==> src/rtl/pmx_params.svh <==
// Constants for the port mode pin multiplexer.
//------------------------------------------------------------
// Contract
//------------------------------------------------------------
`ifndef PMX_PARAMS_SVH
`define PMX_PARAMS_SVH
// Mode pin patterns as {high, low}.
`define PMX_PAT_SINGLE 2'h2
`define PMX_PAT_EXPANDED 2'h3
`define PMX_PAT_BOOT 2'h0
`define PMX_PAT_TEST 2'h1
// Port D bit positions.
`define PMX_PD_RXD 0
`define PMX_PD_TXD 1
`define PMX_PD_MISO 2
`define PMX_PD_MOSI 3
`define PMX_PD_SCK 4
`define PMX_PD_SS 5
// Reset value of the latched port C byte.
`define PMX_LATCH_RST 8'h00
`endif

==> src/rtl/pmx_pkg.sv <==
// Types shared by the port mode pin multiplexer.
package pmx_pkg;
  // Operating mode decoded from the mode pins.
  typedef enum logic [1:0] {PMX_SINGLE, PMX_EXPANDED, PMX_BOOT, PMX_TEST} pmx_mode_t;
endpackage : pmx_pkg

==> src/rtl/pmx_port_mux.sv <==
// Top of the port mode pin multiplexer.
`timescale 1ns/1ns
`include "pmx_params.svh"
module pmx_port_mux
(
  // Clock and reset.
  input wire logic clock,
  input wire logic resetn,
  // Mode select pins, sampled while reset is held.
  input wire logic mode_select_low,
  input wire logic mode_select_high,
  // Core bus request in expanded modes.
  input wire logic bus_phase_clock,
  input wire logic [15:0] core_addr,
  input wire logic core_read,
  input wire logic [7:0] core_wdata,
  output logic [7:0] core_rdata,
  // Core port B and port C controls for single-chip modes.
  input wire logic [7:0] gp_port_b_out,
  input wire logic [7:0] gp_port_c_out,
  input wire logic [7:0] gp_port_c_dir,
  input wire logic strobe_rising,
  input wire logic handshake_out_level,
  output logic [7:0] port_c_in_value,
  output logic [7:0] port_c_latched,
  output logic latch_event,
  // Port B pins.
  output logic [7:0] port_b_out,
  // Port C pins as input, output and enable.
  input wire logic [7:0] port_c_lines_in,
  output logic [7:0] port_c_lines_out,
  output logic [7:0] port_c_lines_oe,
  // Strobe pins.
  input wire logic handshake_strobe_in,
  output logic strobe_b_out,
  output logic address_latch_strobe,
  output logic address_latch_strobe_oe,
  // Port D general-purpose controls and serial units.
  input wire logic [5:0] gp_port_d_out,
  input wire logic [5:0] gp_port_d_dir,
  output logic [5:0] port_d_in_value,
  input wire logic serial_enable,
  input wire logic spi_enable,
  input wire logic spi_master,
  input wire logic serial_transmit_out,
  output logic serial_receive_in,
  input wire logic spi_miso_out,
  input wire logic spi_mosi_out,
  input wire logic spi_sck_out,
  output logic spi_miso_in,
  output logic spi_mosi_in,
  output logic spi_sck_in,
  output logic spi_select_in,
  // Port D pins.
  input wire logic [5:0] port_d_in,
  output logic [5:0] port_d_out,
  output logic [5:0] port_d_oe,
  // Port E pins, input only.
  input wire logic [7:0] port_e_in,
  output logic [7:0] port_e_value,
  output logic [7:0] analog_channel,
  // Current mode.
  output pmx_pkg::pmx_mode_t mode
);
  //------------------------------------------------------------
  // Mode capture
  //------------------------------------------------------------
  pmx_pkg::pmx_mode_t mode_q;
  logic expanded;
  logic strobe_edge;

  // Mode pins are followed while reset holds and frozen once it lifts.
  always_ff @(posedge clock)
  begin
    if (!resetn)
    begin
      case ({mode_select_high, mode_select_low})
        `PMX_PAT_SINGLE: mode_q <= pmx_pkg::PMX_SINGLE;
        `PMX_PAT_EXPANDED: mode_q <= pmx_pkg::PMX_EXPANDED;
        `PMX_PAT_BOOT: mode_q <= pmx_pkg::PMX_BOOT;
        `PMX_PAT_TEST: mode_q <= pmx_pkg::PMX_TEST;
        default: mode_q <= pmx_pkg::PMX_SINGLE;
      endcase
    end
  end

  // Test follows expanded and bootstrap follows single-chip.
  assign expanded = (mode_q == pmx_pkg::PMX_EXPANDED) || (mode_q == pmx_pkg::PMX_TEST);

  //------------------------------------------------------------
  // Ports B and C and strobes
  //------------------------------------------------------------
  pmx_edge_det u_edge
  (
    .clock(clock),
    .resetn(resetn),
    .level_in(handshake_strobe_in),
    .rising_sel(strobe_rising),
    .edge_pulse(strobe_edge)
  );

  // Pin drive, registered so each output comes from a flip-flop.
  always_ff @(posedge clock or negedge resetn)
  begin
    if (!resetn)
    begin
      port_b_out <= 8'h00;
      port_c_lines_out <= 8'h00;
      port_c_lines_oe <= 8'h00;
      strobe_b_out <= 1'b0;
      address_latch_strobe <= 1'b0;
      address_latch_strobe_oe <= 1'b0;
    end
    else if (expanded)
    begin
      // Address on port B always; port C carries address while the phase clock is low.
      port_b_out <= core_addr[15:8];
      strobe_b_out <= core_read;
      address_latch_strobe_oe <= 1'b1;
      address_latch_strobe <= ~bus_phase_clock;
      if (!bus_phase_clock)
      begin
        port_c_lines_out <= core_addr[7:0];
        port_c_lines_oe <= 8'hFF;
      end
      else
      begin
        // Data phase: drive on write, release on read.
        port_c_lines_out <= core_wdata;
        port_c_lines_oe <= core_read ? 8'h00 : 8'hFF;
      end
    end
    else
    begin
      port_b_out <= gp_port_b_out;
      port_c_lines_out <= gp_port_c_out;
      port_c_lines_oe <= gp_port_c_dir;
      strobe_b_out <= handshake_out_level;
      address_latch_strobe <= 1'b0;
      address_latch_strobe_oe <= 1'b0;
    end
  end

  // Port C levels, read data and the strobe-latched byte.
  always_ff @(posedge clock or negedge resetn)
  begin
    if (!resetn)
    begin
      port_c_in_value <= 8'h00;
      core_rdata <= 8'h00;
      port_c_latched <= `PMX_LATCH_RST;
      latch_event <= 1'b0;
    end
    else
    begin
      port_c_in_value <= port_c_lines_in;
      core_rdata <= (expanded && bus_phase_clock && core_read) ? port_c_lines_in : core_rdata;
      latch_event <= !expanded && strobe_edge;
      if (!expanded && strobe_edge)
      begin
        port_c_latched <= port_c_lines_in;
      end
    end
  end

  //------------------------------------------------------------
  // Port D
  //------------------------------------------------------------
  // Serial units override general-purpose use bit by bit.
  always_ff @(posedge clock or negedge resetn)
  begin
    if (!resetn)
    begin
      port_d_out <= 6'h00;
      port_d_oe <= 6'h00;
      port_d_in_value <= 6'h00;
      serial_receive_in <= 1'b1;
      spi_miso_in <= 1'b0;
      spi_mosi_in <= 1'b0;
      spi_sck_in <= 1'b0;
      spi_select_in <= 1'b1;
    end
    else
    begin
      port_d_out <= gp_port_d_out;
      port_d_oe <= gp_port_d_dir;
      port_d_in_value <= port_d_in;
      serial_receive_in <= port_d_in[`PMX_PD_RXD];
      spi_miso_in <= port_d_in[`PMX_PD_MISO];
      spi_mosi_in <= port_d_in[`PMX_PD_MOSI];
      spi_sck_in <= port_d_in[`PMX_PD_SCK];
      spi_select_in <= port_d_in[`PMX_PD_SS];
      if (serial_enable)
      begin
        port_d_oe[`PMX_PD_RXD] <= 1'b0;
        port_d_out[`PMX_PD_TXD] <= serial_transmit_out;
        port_d_oe[`PMX_PD_TXD] <= 1'b1;
      end
      if (spi_enable)
      begin
        // Master drives MOSI and SCK; slave drives MISO; select is always input.
        port_d_out[`PMX_PD_MISO] <= spi_miso_out;
        port_d_oe[`PMX_PD_MISO] <= ~spi_master;
        port_d_out[`PMX_PD_MOSI] <= spi_mosi_out;
        port_d_oe[`PMX_PD_MOSI] <= spi_master;
        port_d_out[`PMX_PD_SCK] <= spi_sck_out;
        port_d_oe[`PMX_PD_SCK] <= spi_master;
        port_d_oe[`PMX_PD_SS] <= 1'b0;
      end
    end
  end

  //------------------------------------------------------------
  // Port E and mode output
  //------------------------------------------------------------
  // Port E has no drivers; the same level feeds digital reads and the converter.
  always_ff @(posedge clock or negedge resetn)
  begin
    if (!resetn)
    begin
      port_e_value <= 8'h00;
      analog_channel <= 8'h00;
      mode <= pmx_pkg::PMX_SINGLE;
    end
    else
    begin
      port_e_value <= port_e_in;
      analog_channel <= port_e_in;
      mode <= mode_q;
    end
  end

  //------------------------------------------------------------
  // Checks
  //------------------------------------------------------------
  // Every pin output is registered, so each check but chk_mode_frozen looks one edge after its trigger.
  chk_read_release: assert property (@(posedge clock) disable iff (!resetn)
    (expanded && bus_phase_clock && core_read) |=> (port_c_lines_oe == 8'h00))
    else $error("Port C driven in read data phase.");
  chk_addr_phase: assert property (@(posedge clock) disable iff (!resetn)
    (expanded && !bus_phase_clock) |=> (port_c_lines_out == $past(core_addr[7:0]) && port_c_lines_oe == 8'hFF))
    else $error("Low address missing in address phase.");
  chk_high_addr: assert property (@(posedge clock) disable iff (!resetn)
    expanded |=> (port_b_out == $past(core_addr[15:8])))
    else $error("High address wrong on port B.");
  chk_direction: assert property (@(posedge clock) disable iff (!resetn)
    expanded |=> (strobe_b_out == $past(core_read)))
    else $error("Bus direction mismatch.");
  chk_latch_strobe: assert property (@(posedge clock) disable iff (!resetn)
    expanded |=> (address_latch_strobe_oe && address_latch_strobe == !$past(bus_phase_clock)))
    else $error("Address latch strobe wrong.");
  chk_strobe_latch: assert property (@(posedge clock) disable iff (!resetn)
    (!expanded && strobe_edge) |=> (port_c_latched == $past(port_c_lines_in) && latch_event))
    else $error("Port C not latched on strobe.");
  chk_single_gpio: assert property (@(posedge clock) disable iff (!resetn)
    !expanded |=> (port_c_lines_oe == $past(gp_port_c_dir) && !address_latch_strobe_oe))
    else $error("Single-chip port C not general purpose.");
  chk_serial_tx: assert property (@(posedge clock) disable iff (!resetn)
    serial_enable |=> (port_d_oe[1] && port_d_out[1] == $past(serial_transmit_out)))
    else $error("Transmit pin not handed over.");
  chk_spi_select: assert property (@(posedge clock) disable iff (!resetn)
    spi_enable |=> !port_d_oe[5])
    else $error("Slave select driven.");
  chk_port_e: assert property (@(posedge clock) disable iff (!resetn)
    1'b1 |=> (port_e_value == $past(port_e_in)))
    else $error("Port E value stale.");
  // The mode must not move once reset has lifted, whatever the mode pins do.
  chk_mode_frozen: assert property (@(posedge clock) disable iff (!resetn)
    $past(resetn) |-> $stable(mode_q))
    else $error("Mode changed after reset.");
  chk_read_capture: assert property (@(posedge clock) disable iff (!resetn)
    (expanded && bus_phase_clock && core_read)
    |=> (core_rdata == $past(port_c_lines_in)))
    else $error("Read data not captured.");
  chk_write_data: assert property (@(posedge clock) disable iff (!resetn)
    (expanded && bus_phase_clock && !core_read)
    |=> (port_c_lines_out == $past(core_wdata) && port_c_lines_oe == 8'hFF))
    else $error("Write data missing in data phase.");
  chk_single_port_b: assert property (@(posedge clock) disable iff (!resetn)
    !expanded
    |=> (port_b_out == $past(gp_port_b_out) && strobe_b_out == $past(handshake_out_level)))
    else $error("Single-chip port B or strobe wrong.");
  chk_port_d_gpio: assert property (@(posedge clock) disable iff (!resetn)
    (!serial_enable && !spi_enable)
    |=> (port_d_oe == $past(gp_port_d_dir) && port_d_out == $past(gp_port_d_out)))
    else $error("Port D not general purpose.");
  chk_serial_rx: assert property (@(posedge clock) disable iff (!resetn)
    serial_enable |=> !port_d_oe[0])
    else $error("Receive pin driven.");
  chk_spi_master: assert property (@(posedge clock) disable iff (!resetn)
    (spi_enable && spi_master)
    |=> (port_d_oe[3] && port_d_oe[4] && !port_d_oe[2]))
    else $error("Master pin directions wrong.");
endmodule : pmx_port_mux

==> src/rtl/pmx_edge_det.sv <==
// Edge detector for the handshake strobe input.
`timescale 1ns/1ns
module pmx_edge_det
(
  // Clock and reset.
  input wire logic clock,
  input wire logic resetn,
  // Strobe level and chosen polarity.
  input wire logic level_in,
  input wire logic rising_sel,
  // One-cycle pulse on the chosen edge.
  output logic edge_pulse
);
  logic prev_q; // Level seen at the previous edge.
  logic armed_q; // Low for the first edge after reset.

  // The previous level, plus a flag that blocks the first edge after reset.
  // The strobe's idle level is not known, so a pin already high or low at release must not read as an edge.
  always_ff @(posedge clock or negedge resetn)
  begin
    if (!resetn)
    begin
      prev_q <= 1'b0;
      armed_q <= 1'b0;
    end
    else
    begin
      prev_q <= level_in;
      armed_q <= 1'b1;
    end
  end

  // Selected transition, only once a real previous level is held.
  assign edge_pulse = armed_q & (rising_sel ? (level_in & ~prev_q) : (~level_in & prev_q));
endmodule : pmx_edge_det

==> config.mk <==
export PLATFORM = sky130hd
export DESIGN_NAME = pmx_port_mux
export DESIGN_NICKNAME = d
export VERILOG_FILES = /design/src/rtl/pmx_pkg.sv /design/src/rtl/pmx_port_mux.sv /design/src/rtl/pmx_edge_det.sv
export VERILOG_INCLUDE_DIRS = /design/src /design/src/rtl
export SDC_FILE = /design/constraint.sdc
export NUM_CORES = 1
export LEC_CHECK = 0
export ABC_CLOCK_PERIOD_IN_PS = 1700
export BUFFER_PORTS_ARGS = -buffer_cell sky130_fd_sc_hd__buf_2
export CAP_MARGIN = 20
export CORE_MARGIN = 4
export CORE_UTILIZATION = 43
export CTS_BUF_LIST = sky130_fd_sc_hd__clkbuf_16
export DETAILED_ROUTE_END_ITERATION = 10
export MAX_ROUTING_LAYER = met4
export PLACE_DENSITY = 0.8
export SLEW_MARGIN = 20
export SYNTH_ARGS = -nofsm -noshare
export SYNTH_HDL_FRONTEND = slang
export SYNTH_SLANG_ARGS = --single-unit
==> constraint.sdc <==
create_clock -name clock -period 1.7 [get_ports clock]
set_input_delay 0.085 -clock clock [delete_from_list [all_inputs] [get_ports clock]]
set_output_delay 0.085 -clock clock [all_outputs]
set_load 0.02 [all_outputs]
==> impl_results.md, run 1 <==
- Status: completed
- Clock Tree Root: clkbuf_16
- DP HPWL: between 5000 and 6000 um
- Worst-Margin Slew: 0.594 ns
- Vias in the first global route: roughly 2,800
- Die Ht: ~94 um
- DRC errors left: 0
- # diodes: 0
- Wl on met1: 3400 um
- Cell family with most CP delay: buffers and inverters
- Post-CTS Setup Bufs: 0
- Max-cap viol count: 0
- Pre-Repair DR Iteration Count: 6
- Drt wl/cell: about 16 um
- First-pass GRT wire length: ~14,000 um
- Largest stage delay on the critical path: 0.55 ns
- Post-Route Setup TNS: 0 ns
- Port Buffers: 190
- Latest clock arrival within the worst-skew pair: 0.32 ns
- Post-CTS sizing: 0
- Final Slew Violations: 0
- Netlist cell types: 30
- Htree depth: 3
- Post-layout minimum cycle time: 1.42 ns
- Hold path depth: 3
- Worst R2R Start: mode_q[0]
- I/O pins: 191
- CTS tree: done
- Cell mode on critical path: dlygate4sd3_1
- Number of flops mapped to enable cells by yosys: 2
- CP Capture Type: register
- R2R setup slack: about 0.3 ns
- CP bufs+invs: 3
- Gpl congestion: around 0.73
- Pwr dens: roughly 1000 nW/um^2
- Routed wire length: 9290 um
- Peak supply drop: 0.000578 V
- DR iter-0 viols: 85
- Rows: 30
- Most frequent cells in the layout: 189 x buf_2, 82 x dfrtp_1, 66 x dlygate4sd3_1
- CP Data Required Time: 1.91 ns
- Post-Syn Nets: 317
- Ys Warns: 0
- Crit path kind: input port to register
- Register area share after synthesis: 68.7%
- Crit-path slowest cell: dlygate4sd3_1
- Reg2Reg Depth: 4
- Synth Register Bits: 86
- Synth Instances: roughly 220
- Static leakage: 2.49 nW
- Worst Path Arrival: 1.63 ns
- Final design utilization: 72.9%
- Routed Antenna Nets: 0
- Final worst path period share: 83.5%
- CTS buffer count: 9
- Crit-path cells: dlygate4sd3_1 > buf_2 > mux2_2 > dlygate4sd3_1
- Share of layout cells above drive strength 1: 49.4%
- Largest net degree at the start of global routing: 85
- Initial antenna violation count: 0
- Synthesized cell area: 3150 um^2
- Vias: 2,707
- Critical Path Fanout Max: 3
- CTS max path bufs: 2
- Area grow syn2layout: 60.6%
- Critical Path Start Type: input port
- Synthesized area per cell: between 10 and 15 um^2
- # nets final: around 560
- Worst slew margin: roughly three fifths
- Hold endpoint: port_c_lines_out[7]
- Final Hold Fails: 0
- Top sig layer: met4
- Wire length on met3: slightly below 800 um
- Total global-route track usage: 21.6%
- Core area: 6940 um^2
- Hold path startpoint: gp_port_c_out[7]
- Async SR Flop Fraction: 97.7%
- RSZ-0062 raised after global routing: no
- Worst reg2reg path endpoint: port_c_latched[0]
- Peak Freq: between 700 and 800 MHz
- Top_reg_cell synth: dfrtp_1
- Post-cts hold buffer count: 65
- Total congestion overflow: 0
- Met2 wire length: 5020 um
- Via-per-instance ratio: 4.78
- Commonest non-fill, non-tap cell in the layout: buf_2
- Clk sinks: 86
- Setup violators final: 0
- Worst Clk Skew: approximately 0.0056 ns
- DIE AREA: 8770 um^2
- Starting Density: 45.4%
- Hold WC Path Type: input port to register
- Worst-path clk slew: 0.06 ns
- Die Wd: 93.6 um
-- synth_stat cells, drive strengths merged, types with 5 or more instances --
master / n / share of area, %
nor2b: 5 / 0.99
mux2i: 9 / 2.9
a22oi: 8 / 1.9
nand2: 9 / 1.1
o21a: 8 / 1.9
dfrtp: 82 / 65
inv: 5 / 0.60
mux2: 21 / 7.5
a21oi: 9 / 1.4
buf: 17 / 3.8
a32oi: 8 / 2.2
clkbuf: 6 / 0.71
nor2: 8 / 0.95
o211ai: 8 / 1.9
-- power breakdown --
| group | leakage, nW | internal, mW | total [mW] | switching [mW] |
|---|---|---|---|---|
| Combinational | 1.36 | 0.453 | 1.03 | 0.578 |
| Clock | 0.140 | 1.13 | 1.88 | 0.754 |
| Sequential | 0.980 | 2.24 | 2.33 | 0.0904 |
| Total | 2.49 | 3.82 | 5.25 | 1.42 |
-- layout make-up --
cell class / instances / area [um^2]
clock buffers: 9 / 225
clock inverters: 7 / 66.3
fillers: 451 / 1880
inverters: 6 / 22.5
multi-input cells: 104 / 822
flip-flops and latches: 86 / 2160
well taps: 96 / 120
repair buffers: 258 / 1640
-- worst max path at each step --
stage / depth (start not counted) / startpoint / slack [ns] / end
2_1_floorplan: 5 / mode_q[0] / 0.40 / port_c_latched[0]
3_3_place_gp: 4 / mode_q[0] / 0.35 / port_c_latched[0]
3_5_place_dp: 4 / mode_q[0] / 0.30 / port_c_latched[7]
4_1_cts: 4 / mode_q[0] / 0.29 / port_c_latched[0]
5_1_grt: 4 / u_edge.prev_q / 0.19 / port_c_latched[4]
6_report: 4 / serial_enable / 0.28 / port_d_out[1]
-- metal layers --
| layer | vias up | track usage, % |
|---|---|---|
| met5 | - | - |
| met4 | 0 | 4.57 |
| met3 | 9 | 6.92 |
| met2 | 142 | 38.6 |
| met1 | 1309 | 23.7 |
| li1 | 1247 | - |
-- registers in the layout, indices dropped and copies added (netlist names), 2 cells and up --
name              count
port_c_lines_oe       8
mode_q                2
mode                  2
analog_channel        8
port_b_out            8
port_d_out            6
core_rdata            8
port_d_in_value       6
port_c_in_value       8
port_c_lines_out      8
port_c_latched        8
port_d_oe             6
-- worst register-to-register path, cell delays in order, from the launching register on --
cell      delay (ns)
edfxtp_1        0.44
nand2b_4        0.20
nor3b_4         0.38
a32oi_1         0.17
o211ai_1        0.13
-- logic make-up (layout without fill, tap and decap cells) --
group | Yosys count | after routing | share of synthesized area [%]
AO/OA/AOI/OAI | 44 | 44 | 9.92
buffers and inverters | 29 | 280 | 5.28
AND/OR/NAND/NOR | 29 | 29 | 5.67
multiplexers | 30 | 30 | 10.4
flip-flops | 86 | 86 | 68.7
other | 1 | 1 | 0.119
-- metrics by stage --
stage / worst slack (ns) / total power [mW] / cell area, um^2 / hold WS (ns) / instances
global route: 0.194 / 5.49 / 5060 / 0.00233 / 566
finish: 0.280 / 5.25 / 5060 / 0.00501 / 566
CTS: 0.294 / 5.27 / 5050 / 0.00254 / 565
detailed placement: 0.296 / 3.27 / 4110 / 0.162 / 484
global placement: 0.348 / 3.25 / 4110 / 0.157 / 484
floorplan: 0.404 / 2.87 / 3150 / -0.211 / 219
Note: power is estimated with default switching activity, not from simulation.
==> inputs of run 2 (changes only) <==
ABC_AREA = 1   (was not set)
ABC_CLOCK_PERIOD_IN_PS = 1450   (was 1700)
CORE_UTILIZATION = 42   (was 43)
PLACE_DENSITY = 0.79   (was 0.8)
clock period = 1.45 ns   (was 1.7 ns; I/O delays follow)
==> impl_results.md, run 2 <==
- Fin cells: 651
- Commonest cells post-synth: 107 x nand2_1, 82 x dfrtp_1, 18 x nor2_1
- Largest net degree at the start of global routing: 85
- Gpl congestion: 0.863
- DP HPWL: between 5000 and 6000 um
- Sequential Power Share: between 40 and 50%
- Internal Power: 4.34 mW
- Cell family with most CP delay: buffers and inverters
- Via-per-instance ratio: approximately 4.5
- I/O pins: roughly 190
- DRC errors left: 0
- Max-cap viol count: 0
- Commonest non-fill, non-tap cell in the layout: buf_2
- Async SR Flop Fraction: 97.7%
- Latest clock arrival within the worst-skew pair: ~0.33 ns
- Worst Path Arrival: 1.59 ns
- Worst hold slack: 0.0110 ns
- Die Ht: approximately 93 um
- DR iter-0 viols: between 100 and 150
- CP Data Required Time: 1.67 ns
- Placed cell area: 4010 um^2
- Share of layout cells above drive strength 1: between 40% and 50%
- Most numerous cell in the Yosys netlist: nand2_1
- CTS buffer count: 9
- Vias: 2,943
- CTS tree: done
- Hold WC Path Type: input port to register
- Core area: a little under 7000 um^2
- Crit-path slowest cell: dlygate4sd3_1
- Die Wd: 92.6 um
- Final Slew Violations: 0
- Critical Path Fanout Max: 3
- Clk sinks: 86
- Peak supply drop: 0.000594 V
- Static leakage: 2.82 nW
- CP bufs+invs: 3
- Synth Instances: 268
- Vias in the first global route: 3,093
- First-pass GRT wire length: about 15,000 um
- Port Buffers: 190
- Pre-Repair DR Iteration Count: 4
- Rows: 30
- CTS max path bufs: 2
- Pwr dens: 1170 nW/um^2
- Area grow syn2layout: 73.9%
- Total congestion overflow: 0
- Ys Warns: 0
- Final Hold Fails: 0
- Post-route cell area: 5230 um^2
- Clk pwr share: 34.4%
- Drt wl/cell: 14.4 um
- CP Capture Type: register
- R2R setup slack: roughly 0.12 ns
- Placed cell count: 541
- Worst-path clk slew: 0.07 ns
- Post-synth top area share: 68.3%
- DIE AREA: 8570 um^2
- Top_reg_cell synth: dfrtp_1
- Routed wire length: 9350 um
- Net Switching: 1.76 mW
- Synth Register Bits: 86
- Final worst path period share: 94.6%
- Critical Path Start Type: input port
- Post-layout minimum cycle time: 1.37 ns
- Register area share after synthesis: 72.0%
- Worst Clk Skew: 0.00558 ns
- Largest stage delay on the critical path: 0.55 ns
- Synthesized area per cell: 11.2 um^2
- Cell mode on critical path: dlygate4sd3_1
- Routed Antenna Nets: 0
- Total global-route track usage: a little under a quarter
- Clock Tree Root: clkbuf_16
- Part of the power in combinational logic: 20.8%
- Most frequent cells in the layout: 189 x buf_2, 106 x nand2_1, 93 x dlygate4sd3_1
- Crit-path cells: dlygate4sd3_1 > buf_2 > mux2_2 > dlygate4sd3_1
- Post-Syn Nets: roughly 370
- Netlist cell types: 23
- Status: completed
- Post-Route Setup TNS: 0 ns
- Crit path kind: input port to register
- Htree depth: 3
- RSZ-0062 raised after global routing: no
- Final WS setup: 0.0787 ns
- Number of flops mapped to enable cells by yosys: 2
- # nets final: 648
- Synth area leaders: dfrtp_1 68%, nand2_1 13%, buf_4 2.7%, nor2_1 2.2%, edfxtp_1 2.0%
- Synthesized cell area: 3010 um^2
- Pre-CTS setup slack: 0.103 ns
- Setup violators final: 0
- Post-synth top area cell: dfrtp_1
- Initial antenna violation count: 0
- Peak Freq: 729 MHz
- Switching Fraction: 28.9%
- Starting Density: a little over two fifths
- # diodes: 0
run 2: cell families after synthesis:
| logic type | Yosys count | synth area share (%) |
|---|---|---|
| and+or+nand+nor | 147 | 21.1 |
| DFF | 86 | 72.0 |
| other | 1 | 0.125 |
| muxes | 1 | 0.375 |
| AOI/OAI and AO/OA | 2 | 0.416 |
| buffers and inverters | 31 | 5.99 |
run 2: metal layers:
| layer | part of all wire [%] | global-route usage, % | vias up |
|---|---|---|---|
| met3 | 9.0 | 5.04 | 21 |
| met5 | 0 | - | - |
| met4 | 2.2 | 9.03 | 0 |
| li1 | - | - | 1377 |
| met2 | 50 | 38.4 | 163 |
| met1 | 38 | 27.1 | 1382 |
run 2: path summary, 6_finish.rpt:
path | from | end | cells after the start
max | serial_enable | port_d_out[1] | 4
min | spi_master | port_d_oe[3] | 3
max reg2reg | mode_q[0] | port_c_latched[7] | 5
min reg2reg | mode_q[1] | mode[1] | 0
max in group asynchronous | resetn | spi_select_in | 3
min in group asynchronous | resetn | mode[0] | 3
run 2: tightest hold or removal path, stage by stage:
cell     delay, ns
buf_2         0.08
nand2_1       0.08
nand2_1       0.07
run 2: timing repair:
item | in CTS | in global routing
endpoints found under the setup margin | 0 | 1
setup buffers | 0 | 1
endpoints found under the hold margin | 153 | 0
hold buffers | 93 | 0
resized for setup | 0 | 1
run 2: area by class of cell:
type | count | area [um^2]
inverters | 14 | 57.6
multi-input cells | 151 | 663
well taps | 96 | 120
clock buffers | 9 | 225
clock inverters | 7 | 50.0
repair buffers | 288 | 1950
flip-flops and latches | 86 | 2160
fillers | 414 | 1640
run 2: stage by stage:
stage	power (mW)	util [%]
after floorplan	3.33	-
after global placement	3.79	58.4
after detailed placement	3.82	58.4
after CTS	6.11	76.0
after global routing	6.36	76.1
final	6.10	76.1
run 2: power groups by stage:
stage | registers [mW] | clock network, mW | logic, mW
5_1_grt | 2.76 | 2.23 | 1.36
2_1_floorplan | 3.06 | 0 | 0.268
6_report | 2.73 | 2.10 | 1.27
4_1_cts | 2.73 | 2.14 | 1.25
3_5_place_dp | 2.77 | 0 | 1.05
3_3_place_gp | 2.77 | 0 | 1.02
